File: src/verilog/sd_gate_status_defines.svh
// offsets, bit positions and timing counts for the sd clock gating and status block
`ifndef SD_GATE_STATUS_DEFINES_SVH
`define SD_GATE_STATUS_DEFINES_SVH
`define OFS_SYS_CTRL 4'h0
`define OFS_IRQ_STAT 4'h1
`define OFS_STAT_EN 4'h2
`define OFS_SIG_EN 4'h3
`define OFS_DMA_ADDR 4'h4
`define OFS_AC_ERR 4'h5
`define OFS_XFER_CTRL 4'h6
`define BIT_CARD_CLK 28
`define BIT_PER_CLK 29
`define BIT_MST_CLK 30
`define BIT_CTL_CLK 31
`define BIT_DMA_ERR 3
`define BIT_AC_ERR 7
`define BIT_DEND 9
`define BIT_DCRC 10
`define BIT_DTO 11
`define BIT_CIDX 12
`define BIT_CEND 13
`define BIT_CCRC 14
`define BIT_CTO 15
`define BIT_CARD_IRQ_FLAG 23
`define STAT_MASK 32'h0080FE88
`define SYS_CTRL_RST 32'h00000000
`define STAT_EN_RST 32'h0080FE88
`define CRC_TOKEN_OK 3'h2
`define CMD_TO_CYCLES 7'h40
`define INIT_CLOCKS 7'h50
`endif

File: src/verilog/sd_gate_status_pkg.sv
// types for the sd clock gating and status block
package sd_gate_status_pkg;
  typedef struct packed {
    logic [3:0] addr;
    logic [31:0] wdata;
    logic wr;
    logic rd;
  } reg_req_t;
  typedef struct packed {
    logic dmaFail;
    logic acSkip;
    logic dEndZero;
    logic dCrcBad;
    logic [2:0] crcToken;
    logic crcTokenValid;
    logic busyTimeout;
    logic readTimeout;
    logic idxBad;
    logic cEndZero;
    logic cCrcBad;
    logic respStart;
    logic cmdEnd;
    logic cmdDriveHigh;
  } det_ev_t;
  typedef enum logic [1:0] {
    CMD_IDLE = 2'b00,
    CMD_WAIT = 2'b01,
    CMD_DONE = 2'b11
  } cmd_st_t;
endpackage : sd_gate_status_pkg
File: src/verilog/sd_gate_status.sv
// clock gating controls and interrupt status register of an sd card host
//
// Behaviour
// - card clock bit gates card clock pin
// - peripheral force-on keeps peripheral clock running
// - peripheral clock gated only when idle
// - master clock runs when forced on or during data transfer
// - controller clock gated only when idle
// - controller clock runs while peripheral clock runs
// - interrupt when flag and signal enable set
// - write one clears flag, zero keeps
// - card interrupt flag sets again after a clear while card asserts
// - dma error latches failing fetch address
// - auto stop error from register or skip
// - data end bit zero sets flag
// - data crc mismatch or bad token
// - busy or read timeout sets data timeout
// - response index mismatch sets flag
// - response end bit zero sets flag
// - response crc mismatch sets flag unless command timeout in same cycle
// - command line conflict aborts, sets two flags
// - no response in 64 clocks timeout
// - card interrupt mode dependent detection
// - cleared status enable clears and blocks flag
// - transfer complete beats data timeout
// - one shared interrupt line
`include "sd_gate_status_defines.svh"
`timescale 1ns/100ps
module sd_gate_status (
  input wire logic clk,
  input wire logic rst_n,
  input wire sd_gate_status_pkg::reg_req_t regReq,
  output logic [31:0] rdata_r,
  input wire sd_gate_status_pkg::det_ev_t detEv,
  input wire logic [31:0] dmaFetchAddr,
  input wire logic [7:0] acErrBits,
  input wire logic busyConds,
  input wire logic dataActive,
  input wire logic busClkOn,
  input wire logic fourBitMode,
  input wire logic irqPeriod,
  input wire logic card_clock_pin_in,
  input wire logic card_command_line_in,
  input wire logic card_irq_n_in,
  output logic cardClkEn_r,
  output logic perClkEn_r,
  output logic mstClkEn_r,
  output logic ctlClkEn_r,
  output logic cmdLineOe_r,
  output logic cmdAbort_r,
  output logic irq_r
);
  // ----------------------------------------
  // pin synchronisers
  // ----------------------------------------
  logic [2:0] syncA_r;
  logic [2:0] syncB_r;
  logic clkPrev_r;
  always_ff @(posedge clk or negedge rst_n) begin
    if (!rst_n) begin
      syncA_r <= 3'h6;
      syncB_r <= 3'h6;
    end else begin
      syncA_r <= {card_irq_n_in, card_command_line_in, card_clock_pin_in};
      syncB_r <= syncA_r;
    end
  end
  always_ff @(posedge clk or negedge rst_n) begin
    if (!rst_n) begin
      clkPrev_r <= 1'b0;
    end else begin
      clkPrev_r <= syncB_r[0];
    end
  end
  logic linkEdge;
  assign linkEdge = syncB_r[0] & ~clkPrev_r;
  // ----------------------------------------
  // registers
  // ----------------------------------------
  logic [31:0] sysCtrl_r;
  logic [31:0] stat_r;
  logic [31:0] statEn_r;
  logic [31:0] sigEn_r;
  logic [31:0] dmaAddr_r;
  logic xferDone_r;
  logic wrSys, wrStat, wrStatEn, wrSigEn, wrXfer;
  assign wrSys = regReq.wr && regReq.addr == `OFS_SYS_CTRL;
  assign wrStat = regReq.wr && regReq.addr == `OFS_IRQ_STAT;
  assign wrStatEn = regReq.wr && regReq.addr == `OFS_STAT_EN;
  assign wrSigEn = regReq.wr && regReq.addr == `OFS_SIG_EN;
  assign wrXfer = regReq.wr && regReq.addr == `OFS_XFER_CTRL;
  always_ff @(posedge clk or negedge rst_n) begin
    if (!rst_n) begin
      sysCtrl_r <= `SYS_CTRL_RST;
    end else if (wrSys) begin
      sysCtrl_r <= regReq.wdata;
    end
  end
  always_ff @(posedge clk or negedge rst_n) begin
    if (!rst_n) begin
      statEn_r <= `STAT_EN_RST;
      sigEn_r <= 32'h00000000;
      xferDone_r <= 1'b0;
    end else begin
      if (wrStatEn) begin
        statEn_r <= regReq.wdata & `STAT_MASK;
      end
      if (wrSigEn) begin
        sigEn_r <= regReq.wdata & `STAT_MASK;
      end
      if (wrXfer) begin
        xferDone_r <= regReq.wdata[0];
      end
    end
  end
  // ----------------------------------------
  // command timeout and conflict monitor
  // ----------------------------------------
  sd_gate_status_pkg::cmd_st_t cmdSt_r;
  logic [6:0] toCnt_r;
  logic cmdTimeout;
  logic cmdConflict;
  logic driveHighPend_r;
  assign cmdTimeout = cmdSt_r == sd_gate_status_pkg::CMD_WAIT && linkEdge &&
                      toCnt_r == `CMD_TO_CYCLES - 7'h01 && !detEv.respStart;
  assign cmdConflict = driveHighPend_r && linkEdge && !syncB_r[1];
  always_ff @(posedge clk or negedge rst_n) begin
    if (!rst_n) begin
      cmdSt_r <= sd_gate_status_pkg::CMD_IDLE;
      toCnt_r <= 7'h00;
    end else begin
      case (cmdSt_r)
        sd_gate_status_pkg::CMD_IDLE: begin
          toCnt_r <= 7'h00;
          if (detEv.cmdEnd) begin
            cmdSt_r <= sd_gate_status_pkg::CMD_WAIT;
          end
        end
        sd_gate_status_pkg::CMD_WAIT: begin
          if (detEv.respStart) begin
            cmdSt_r <= sd_gate_status_pkg::CMD_DONE;
          end else if (cmdTimeout) begin
            cmdSt_r <= sd_gate_status_pkg::CMD_DONE;
          end else if (linkEdge) begin
            toCnt_r <= toCnt_r + 7'h01;
          end
        end
        sd_gate_status_pkg::CMD_DONE: begin
          cmdSt_r <= sd_gate_status_pkg::CMD_IDLE;
        end
        default: begin
          cmdSt_r <= sd_gate_status_pkg::CMD_IDLE;
        end
      endcase
    end
  end
  always_ff @(posedge clk or negedge rst_n) begin
    if (!rst_n) begin
      driveHighPend_r <= 1'b0;
      cmdLineOe_r <= 1'b0;
      cmdAbort_r <= 1'b0;
    end else begin
      cmdAbort_r <= cmdConflict;
      if (cmdConflict) begin
        driveHighPend_r <= 1'b0;
        cmdLineOe_r <= 1'b0;
      end else begin
        if (detEv.cmdDriveHigh) begin
          driveHighPend_r <= 1'b1;
        end else if (linkEdge) begin
          driveHighPend_r <= 1'b0;
        end
        cmdLineOe_r <= detEv.cmdDriveHigh | (cmdLineOe_r & ~detEv.cmdEnd);
      end
    end
  end
  // ----------------------------------------
  // card interrupt sampling
  // ----------------------------------------
  logic cardIrqSeen;
  assign cardIrqSeen = !syncB_r[2] && (!fourBitMode || irqPeriod);
  // ----------------------------------------
  // status flags
  // ----------------------------------------
  logic [31:0] setEv;
  always_comb begin
    setEv = 32'h00000000;
    setEv[`BIT_DMA_ERR] = detEv.dmaFail;
    setEv[`BIT_AC_ERR] = (|acErrBits) | detEv.acSkip;
    setEv[`BIT_DEND] = detEv.dEndZero;
    setEv[`BIT_DCRC] = detEv.dCrcBad |
                       (detEv.crcTokenValid && detEv.crcToken != `CRC_TOKEN_OK);
    setEv[`BIT_DTO] = detEv.busyTimeout | detEv.readTimeout;
    setEv[`BIT_CIDX] = detEv.idxBad;
    setEv[`BIT_CEND] = detEv.cEndZero;
    setEv[`BIT_CCRC] = (detEv.cCrcBad && !cmdTimeout) | cmdConflict;
    setEv[`BIT_CTO] = cmdTimeout | cmdConflict;
    setEv[`BIT_CARD_IRQ_FLAG] = cardIrqSeen;
  end
  logic [31:0] clrMask;
  assign clrMask = wrStat ? regReq.wdata : 32'h00000000;
  always_ff @(posedge clk or negedge rst_n) begin
    if (!rst_n) begin
      stat_r <= 32'h00000000;
    end else begin
      // set wins over clear; disabled flags forced to zero
      stat_r <= ((stat_r & ~clrMask) | setEv) & statEn_r & `STAT_MASK;
    end
  end
  always_ff @(posedge clk or negedge rst_n) begin
    if (!rst_n) begin
      dmaAddr_r <= 32'h00000000;
    end else if (detEv.dmaFail && statEn_r[`BIT_DMA_ERR]) begin
      dmaAddr_r <= dmaFetchAddr;
    end
  end
  always_ff @(posedge clk or negedge rst_n) begin
    if (!rst_n) begin
      irq_r <= 1'b0;
    end else begin
      irq_r <= |(stat_r & sigEn_r);
    end
  end
  // ----------------------------------------
  // clock gating
  // ----------------------------------------
  logic [6:0] initCnt_r;
  logic initStart;
  assign initStart = wrSys && regReq.wdata[4] && initCnt_r == 7'h00;
  always_ff @(posedge clk or negedge rst_n) begin
    if (!rst_n) begin
      initCnt_r <= 7'h00;
    end else if (initStart) begin
      initCnt_r <= `INIT_CLOCKS;
    end else if (initCnt_r != 7'h00 && linkEdge) begin
      initCnt_r <= initCnt_r - 7'h01;
    end
  end
  logic perNeed, ctlNeed;
  assign perNeed = sysCtrl_r[`BIT_PER_CLK] | busyConds | (initCnt_r != 7'h00) |
                   cardIrqSeen | dataActive;
  assign ctlNeed = sysCtrl_r[`BIT_CTL_CLK] | busyConds | cardIrqSeen | busClkOn | perNeed;
  always_ff @(posedge clk or negedge rst_n) begin
    if (!rst_n) begin
      cardClkEn_r <= 1'b0;
      perClkEn_r <= 1'b0;
      mstClkEn_r <= 1'b0;
      ctlClkEn_r <= 1'b0;
    end else begin
      cardClkEn_r <= sysCtrl_r[`BIT_CARD_CLK] & perNeed;
      perClkEn_r <= perNeed;
      mstClkEn_r <= sysCtrl_r[`BIT_MST_CLK] | dataActive;
      ctlClkEn_r <= ctlNeed;
    end
  end
  // ----------------------------------------
  // read back
  // ----------------------------------------
  always_ff @(posedge clk or negedge rst_n) begin
    if (!rst_n) begin
      rdata_r <= 32'h00000000;
    end else if (regReq.rd) begin
      case (regReq.addr)
        `OFS_SYS_CTRL: rdata_r <= sysCtrl_r & 32'hF00000E0;
        `OFS_IRQ_STAT: rdata_r <= stat_r;
        `OFS_STAT_EN: rdata_r <= statEn_r;
        `OFS_SIG_EN: rdata_r <= sigEn_r;
        `OFS_DMA_ADDR: rdata_r <= dmaAddr_r;
        `OFS_AC_ERR: rdata_r <= {24'h000000, acErrBits};
        // transfer complete hides data timeout
        `OFS_XFER_CTRL: rdata_r <= {30'h00000000, ~xferDone_r & stat_r[`BIT_DTO], xferDone_r};
        default: rdata_r <= 32'h00000000;
      endcase
    end else begin
      rdata_r <= 32'h00000000;
    end
  end
  // ----------------------------------------
  // assertions
  // ----------------------------------------
  a_irq_follows_flags: assert property (@(posedge clk) disable iff (!rst_n)
    |(stat_r & sigEn_r) |=> irq_r) else $error("irq missing");
  a_w1c_clears: assert property (@(posedge clk) disable iff (!rst_n)
    wrStat && regReq.wdata[`BIT_CIDX] && !setEv[`BIT_CIDX] |=> !stat_r[`BIT_CIDX])
    else $error("w1c failed");
  a_sticky_flag: assert property (@(posedge clk) disable iff (!rst_n)
    stat_r[`BIT_CEND] && !wrStat && !wrStatEn |=> stat_r[`BIT_CEND]) else $error("flag lost");
  a_disabled_zero: assert property (@(posedge clk) disable iff (!rst_n)
    !statEn_r[`BIT_DEND] |=> !stat_r[`BIT_DEND] || $past(wrStatEn)) else $error("masked flag set");
  a_conflict_flags: assert property (@(posedge clk) disable iff (!rst_n)
    cmdConflict && statEn_r[`BIT_CCRC] && statEn_r[`BIT_CTO] |=> stat_r[`BIT_CCRC] && stat_r[`BIT_CTO] &&
    !cmdLineOe_r) else $error("conflict not flagged");
  a_ctl_with_per: assert property (@(posedge clk) disable iff (!rst_n)
    perClkEn_r |-> ctlClkEn_r) else $error("ctl gated while per on");
  a_card_clk_off: assert property (@(posedge clk) disable iff (!rst_n)
    !sysCtrl_r[`BIT_CARD_CLK] |=> !cardClkEn_r) else $error("card clock on");
  a_timeout_count: assert property (@(posedge clk) disable iff (!rst_n)
    cmdTimeout |-> toCnt_r == 7'h3F) else $error("timeout count wrong");
  a_dma_addr: assert property (@(posedge clk) disable iff (!rst_n)
    detEv.dmaFail && statEn_r[`BIT_DMA_ERR] |=> dmaAddr_r == $past(dmaFetchAddr)) else $error("dma addr");
  a_card_irq_set: assert property (@(posedge clk) disable iff (!rst_n)
    cardIrqSeen && statEn_r[`BIT_CARD_IRQ_FLAG] |=> stat_r[`BIT_CARD_IRQ_FLAG])
    else $error("card irq flag not set");
  a_abort_pulse: assert property (@(posedge clk) disable iff (!rst_n)
    cmdConflict |=> cmdAbort_r)
    else $error("abort missing");
  a_mst_forced: assert property (@(posedge clk) disable iff (!rst_n)
    sysCtrl_r[`BIT_MST_CLK] |=> mstClkEn_r)
    else $error("master clock gated while forced");
  a_mst_gated: assert property (@(posedge clk) disable iff (!rst_n)
    !sysCtrl_r[`BIT_MST_CLK] && !dataActive |=> !mstClkEn_r)
    else $error("master clock on while idle");
  a_per_forced: assert property (@(posedge clk) disable iff (!rst_n)
    sysCtrl_r[`BIT_PER_CLK] |=> perClkEn_r)
    else $error("peripheral clock gated while forced");
  a_token_bad: assert property (@(posedge clk) disable iff (!rst_n)
    detEv.crcTokenValid && detEv.crcToken != `CRC_TOKEN_OK && statEn_r[`BIT_DCRC] |=> stat_r[`BIT_DCRC])
    else $error("bad token not flagged");
  a_ac_level: assert property (@(posedge clk) disable iff (!rst_n)
    (|acErrBits) && statEn_r[`BIT_AC_ERR] |=> stat_r[`BIT_AC_ERR])
    else $error("auto stop error not flagged");
  a_dto_set: assert property (@(posedge clk) disable iff (!rst_n)
    (detEv.busyTimeout || detEv.readTimeout) && statEn_r[`BIT_DTO] |=> stat_r[`BIT_DTO])
    else $error("data timeout not flagged");
  a_irq_quiet: assert property (@(posedge clk) disable iff (!rst_n)
    !(|(stat_r & sigEn_r)) |=> !irq_r)
    else $error("irq without enabled flag");
  a_done_hides: assert property (@(posedge clk) disable iff (!rst_n)
    regReq.rd && regReq.addr == `OFS_XFER_CTRL && xferDone_r |=> !rdata_r[1])
    else $error("timeout shown after completion");
  c_irq_again: cover property (@(posedge clk) disable iff (!rst_n)
    wrStat && regReq.wdata[`BIT_CARD_IRQ_FLAG] && cardIrqSeen);
  c_cmd_timeout: cover property (@(posedge clk) disable iff (!rst_n) cmdTimeout);
  c_conflict: cover property (@(posedge clk) disable iff (!rst_n) cmdConflict);
  c_card_irq: cover property (@(posedge clk) disable iff (!rst_n) stat_r[`BIT_CARD_IRQ_FLAG] && irq_r);
  c_init_run: cover property (@(posedge clk) disable iff (!rst_n) initStart ##1 initCnt_r == `INIT_CLOCKS);
endmodule : sd_gate_status

File: config.mk
export PLATFORM = sky130hd
export DESIGN_NAME = sd_gate_status
export DESIGN_NICKNAME = d
export VERILOG_FILES = /design/src/verilog/sd_gate_status_pkg.sv /design/src/verilog/sd_gate_status.sv
export VERILOG_INCLUDE_DIRS = /design/src /design/src/verilog
export SDC_FILE = /design/constraint.sdc
export NUM_CORES = 1
export LEC_CHECK = 0
export ABC_AREA = 1
export BUFFER_PORTS_ARGS = -buffer_cell sky130_fd_sc_hd__buf_2
export CAP_MARGIN = 20
export CORE_UTILIZATION = 40
export CTS_BUF_LIST = sky130_fd_sc_hd__clkbuf_4 sky130_fd_sc_hd__clkbuf_8
export CTS_CLUSTER_SIZE = 20
export DETAILED_ROUTE_END_ITERATION = 16
export GPL_TIMING_DRIVEN = 0
export PLACE_DENSITY = 0.72
export SLEW_MARGIN = 20
export SYNTH_ARGS = -nofsm -noshare
export SYNTH_HDL_FRONTEND = slang
export SYNTH_SLANG_ARGS = --single-unit
File: constraint.sdc
create_clock -name clk -period 4 [get_ports clk]
set_input_delay 0.2 -clock clk [delete_from_list [all_inputs] [get_ports clk]]
set_output_delay 0.2 -clock clk [all_outputs]
set_load 0.01 [all_outputs]
==> flow_summary.json <==
{
  "outcome": "finished clean",
  "layout.nets": 924,
  "port_buffers": 128,
  "worstMarginPinSlew_ps": 621,
  "finalCritPeriodShare_pct": 40.3,
  "synthCells": 615,
  "synth-edff-count": 0,
  "synthFlopType": "dfrtp_1",
  "rsz0062_at_grt": "no",
  "critPathArrivalTime_ps": 1930,
  "drt_wl_total_mm": 13.8,
  "die_w_microns": 121,
  "detail-route-antenna-nets": 0,
  "cts_buffers": 17,
  "syn_nets": 721,
  "drtPass1Iterations": 5,
  "muxShareOfSynthArea_pct": 3.96,
  "dieArea_sq_um": 14700,
  "grt_pass1_wl_mm": 22.5,
  "required_ps": 4320,
  "slew_viol_final": 0,
  "synth.area.top_cells": "dfrtp_1, nand2_1, dfstp_2",
  "r2r-start": "initCnt_r[0]",
  "num_rows": 43,
  "synthArstFlopShare_pct": 100,
  "p_leak_nw": 3.82,
  "fp.dieH_microns": 121,
  "first_iter_violations": 318,
  "whs_ps": 26.7,
  "fmax_mhz": 620,
  "area_growth_syn_to_layout_pct": 32.0,
  "hp-start": "dmaFetchAddr[16]",
  "synth_area_sq_um": 5690,
  "clkTransAtPathRegs_ps": 80,
  "synth-adder-area-share_pct": 0.440,
  "post_route_cells_drive_above_1_share_pct": 27.9,
  "path_cells": "inv_1, ha_1, nand2_1, nor2_1, nand2_1, inv_1, nand2_1, nand3_1, o21ai_0",
  "critPathMaxFanout": 6,
  "via_per_inst": 4.77,
  "htree_levels": 4,
  "crit_start": "initCnt_r[0]",
  "maxCapViolations": 0,
  "fin_skew_ps": 11.3,
  "clkPwrFrac_pct": 29.4,
  "critPathMaxStageDelay_ps": 400,
  "drc": 0,
  "start_util_pct": 41.0,
  "cts_tree": "yes",
  "place_area_sq_um": 6590,
  "total_power_mw": 3.48,
  "seqPwrFrac_pct": 51.3,
  "grt_pass1_vias": 4683,
  "insertion_delay_ps": 440,
  "synth-simple-area-share_pct": 18.9,
  "dp_hpwl_mm": 9.45,
  "pwr-share-comb_pct": 19.3,
  "grt_max_degree": 82,
  "n_antenna_cell": 0,
  "intPower_mw": 2.42,
  "peakVddDrop_uv": 188,
  "crit_slowest_cell": "dfrtp_1",
  "synth_top_family_by_area": "simple AND/OR/NAND/NOR gates",
  "yosys.area.top_type_share_pct": 52.3,
  "wire_per_inst_microns": 13.6,
  "synthTopCellsByCount": "dfrtp_1, nand2_1, inv_1",
  "setup_viol": 0,
  "postCtsHoldBufs": 55,
  "finalSetupTns_ps": 0,
  "synth_xor_area_share_pct": 0.154,
  "io_pins": 143,
  "postCtsSetupRepairBufs": 0,
  "root_buffer": "clkbuf_8",
  "cts_buffer_depth": 2,
  "power_switching_mw": 1.06,
  "cpMostUsedCell": "nand2_1",
  "slew-limit-headroom_pct": 58.3,
  "avgSynthCellArea_sq_um": 9.25,
  "hold_viol_final": 0,
  "yosysMostFrequentCell": "dfrtp_1",
  "core_sq_um": 13900,
  "worstSetupPathType": "reg -> reg",
  "period_minus_slack_ps": 1610,
  "yosysSeqAreaShare_pct": 58.8,
  "synth_largest_area_cell": "dfrtp_1",
  "vias": 4819,
  "grt_remaining_overflow": 0,
  "cts-resized-gates": 0,
  "antenna_found_initial": 0,
  "stdcell_area_sq_um": 7510,
  "end_kind": "flip-flop",
  "ys_ff_latch": 133,
  "crit_path_start_kind": "flip-flop",
  "gp_congestion": 0.818,
  "ys_types": 29,
  "hp-class": "in -> reg",
  "synth_compound_area_share_pct": 10.1,
  "cts.sinks": 133,
  "switching_share_pct": 30.5,
  "p_per_area_nw_per_um2": 464,
  "ys.warnings.count": 0,
  "grt_use_total_pct": 20.2
}
-- final timing paths --
kind	to	slack, ps	cells past startpoint
setup / recovery	initCnt_r[1]	2390	9
hold / removal	dmaAddr_r[16]	30	3
setup reg to reg	initCnt_r[1]	2390	9
hold reg to reg	syncB_r[0]	350	0
max in group asynchronous	statEn_r[3]	2990	3
min in group asynchronous	cmdLineOe_r	260	2
-- layout make-up --
type                            count  area (sq um)
Clock buffer                       20           269
Fill cell                        1253          6370
Sequential cell                   133          3350
Clock inverter                     12          97.6
Inverter                           87           327
Timing Repair Buffer              184          1230
Buffer                             17           106
Multi-Input combinational cell    378          1910
Tap cell                          180           225
-- cell usage in the layout, fill, tap and decap left out, types with 4 or more instances in the layout --
master and instances:
o21ai_1 21, nand3_1 39, dfstp_2 14, o21ai_2 4, a21oi_1 38, dfrtp_1 119, nand2_2 5, o21ai_0 34
inv_1 84, clkbuf_8 19, dlygate4sd3_1 55, mux2_2 20, o211ai_1 4, buf_2 137, nor2_4 5, o22ai_1 6
nand2_1 116, nand4_1 6, clkinv_4 5, nor2_1 66
-- kinds of logic after synthesis --
kind of cell	count (synthesis)
mux	20
simple gates	247
xor+xnor	1
fa+ha+maj	2
buf+inv	104
flops	133
compound gates	108
-- state kept, by name, summed over array words and instances, names as in the netlist, 2 cells and up --
signal and cells:
initCnt_r 7, statEn_r 10, toCnt_r 7, stat_r 10
sysCtrl_r 7, sigEn_r 10, syncB_r 3, cmdSt_r 2
syncA_r 3, dmaAddr_r 32, rdata_r 32
-- metrics by stage --
| step | util, % | setup slack [ps] | instances |
|---|---|---|---|
| 5_1_grt | 54.1 | 2230 | 1011 |
| 4_1_cts | 54.1 | 2380 | 1011 |
| 3_3_place_gp | 47.2 | 871 | 923 |
| 2_1_floorplan | - | 2620 | 615 |
| 6_report | 54.1 | 2390 | 1011 |
| 3_5_place_dp | 47.5 | 2410 | 924 |
-- critical path: cells and delay by family (launching register included) --
kind,cells,cell delay [ps]
and+or+nand+nor,5,650
AOI/OAI and AO/OA,1,80
DFF,1,400
buffers and inverters,2,180
adders and majority gates,1,180
-- metal layers --
metal | GRT usage (%) | share of wire, % | wire (microns)
met2 | 32.5 | 48 | 6660
met3 | 4.42 | 4.6 | 628
met4 | 8.33 | 1.3 | 185
met5 | 0 | 0 | 0
met1 | 26.2 | 46 | 6330
-- power groups by stage --
stage                     sequential [mW]  clock, mW  combinational [mW]
final                                1.79       1.02               0.673
after global routing                 1.82       1.11               0.775
after CTS                            1.78       1.05               0.681
after detailed placement             1.81          0               0.634
after global placement               1.80          0               0.611
after floorplan                      1.78          0               0.428
Note: power is estimated with default switching activity, not from simulation.
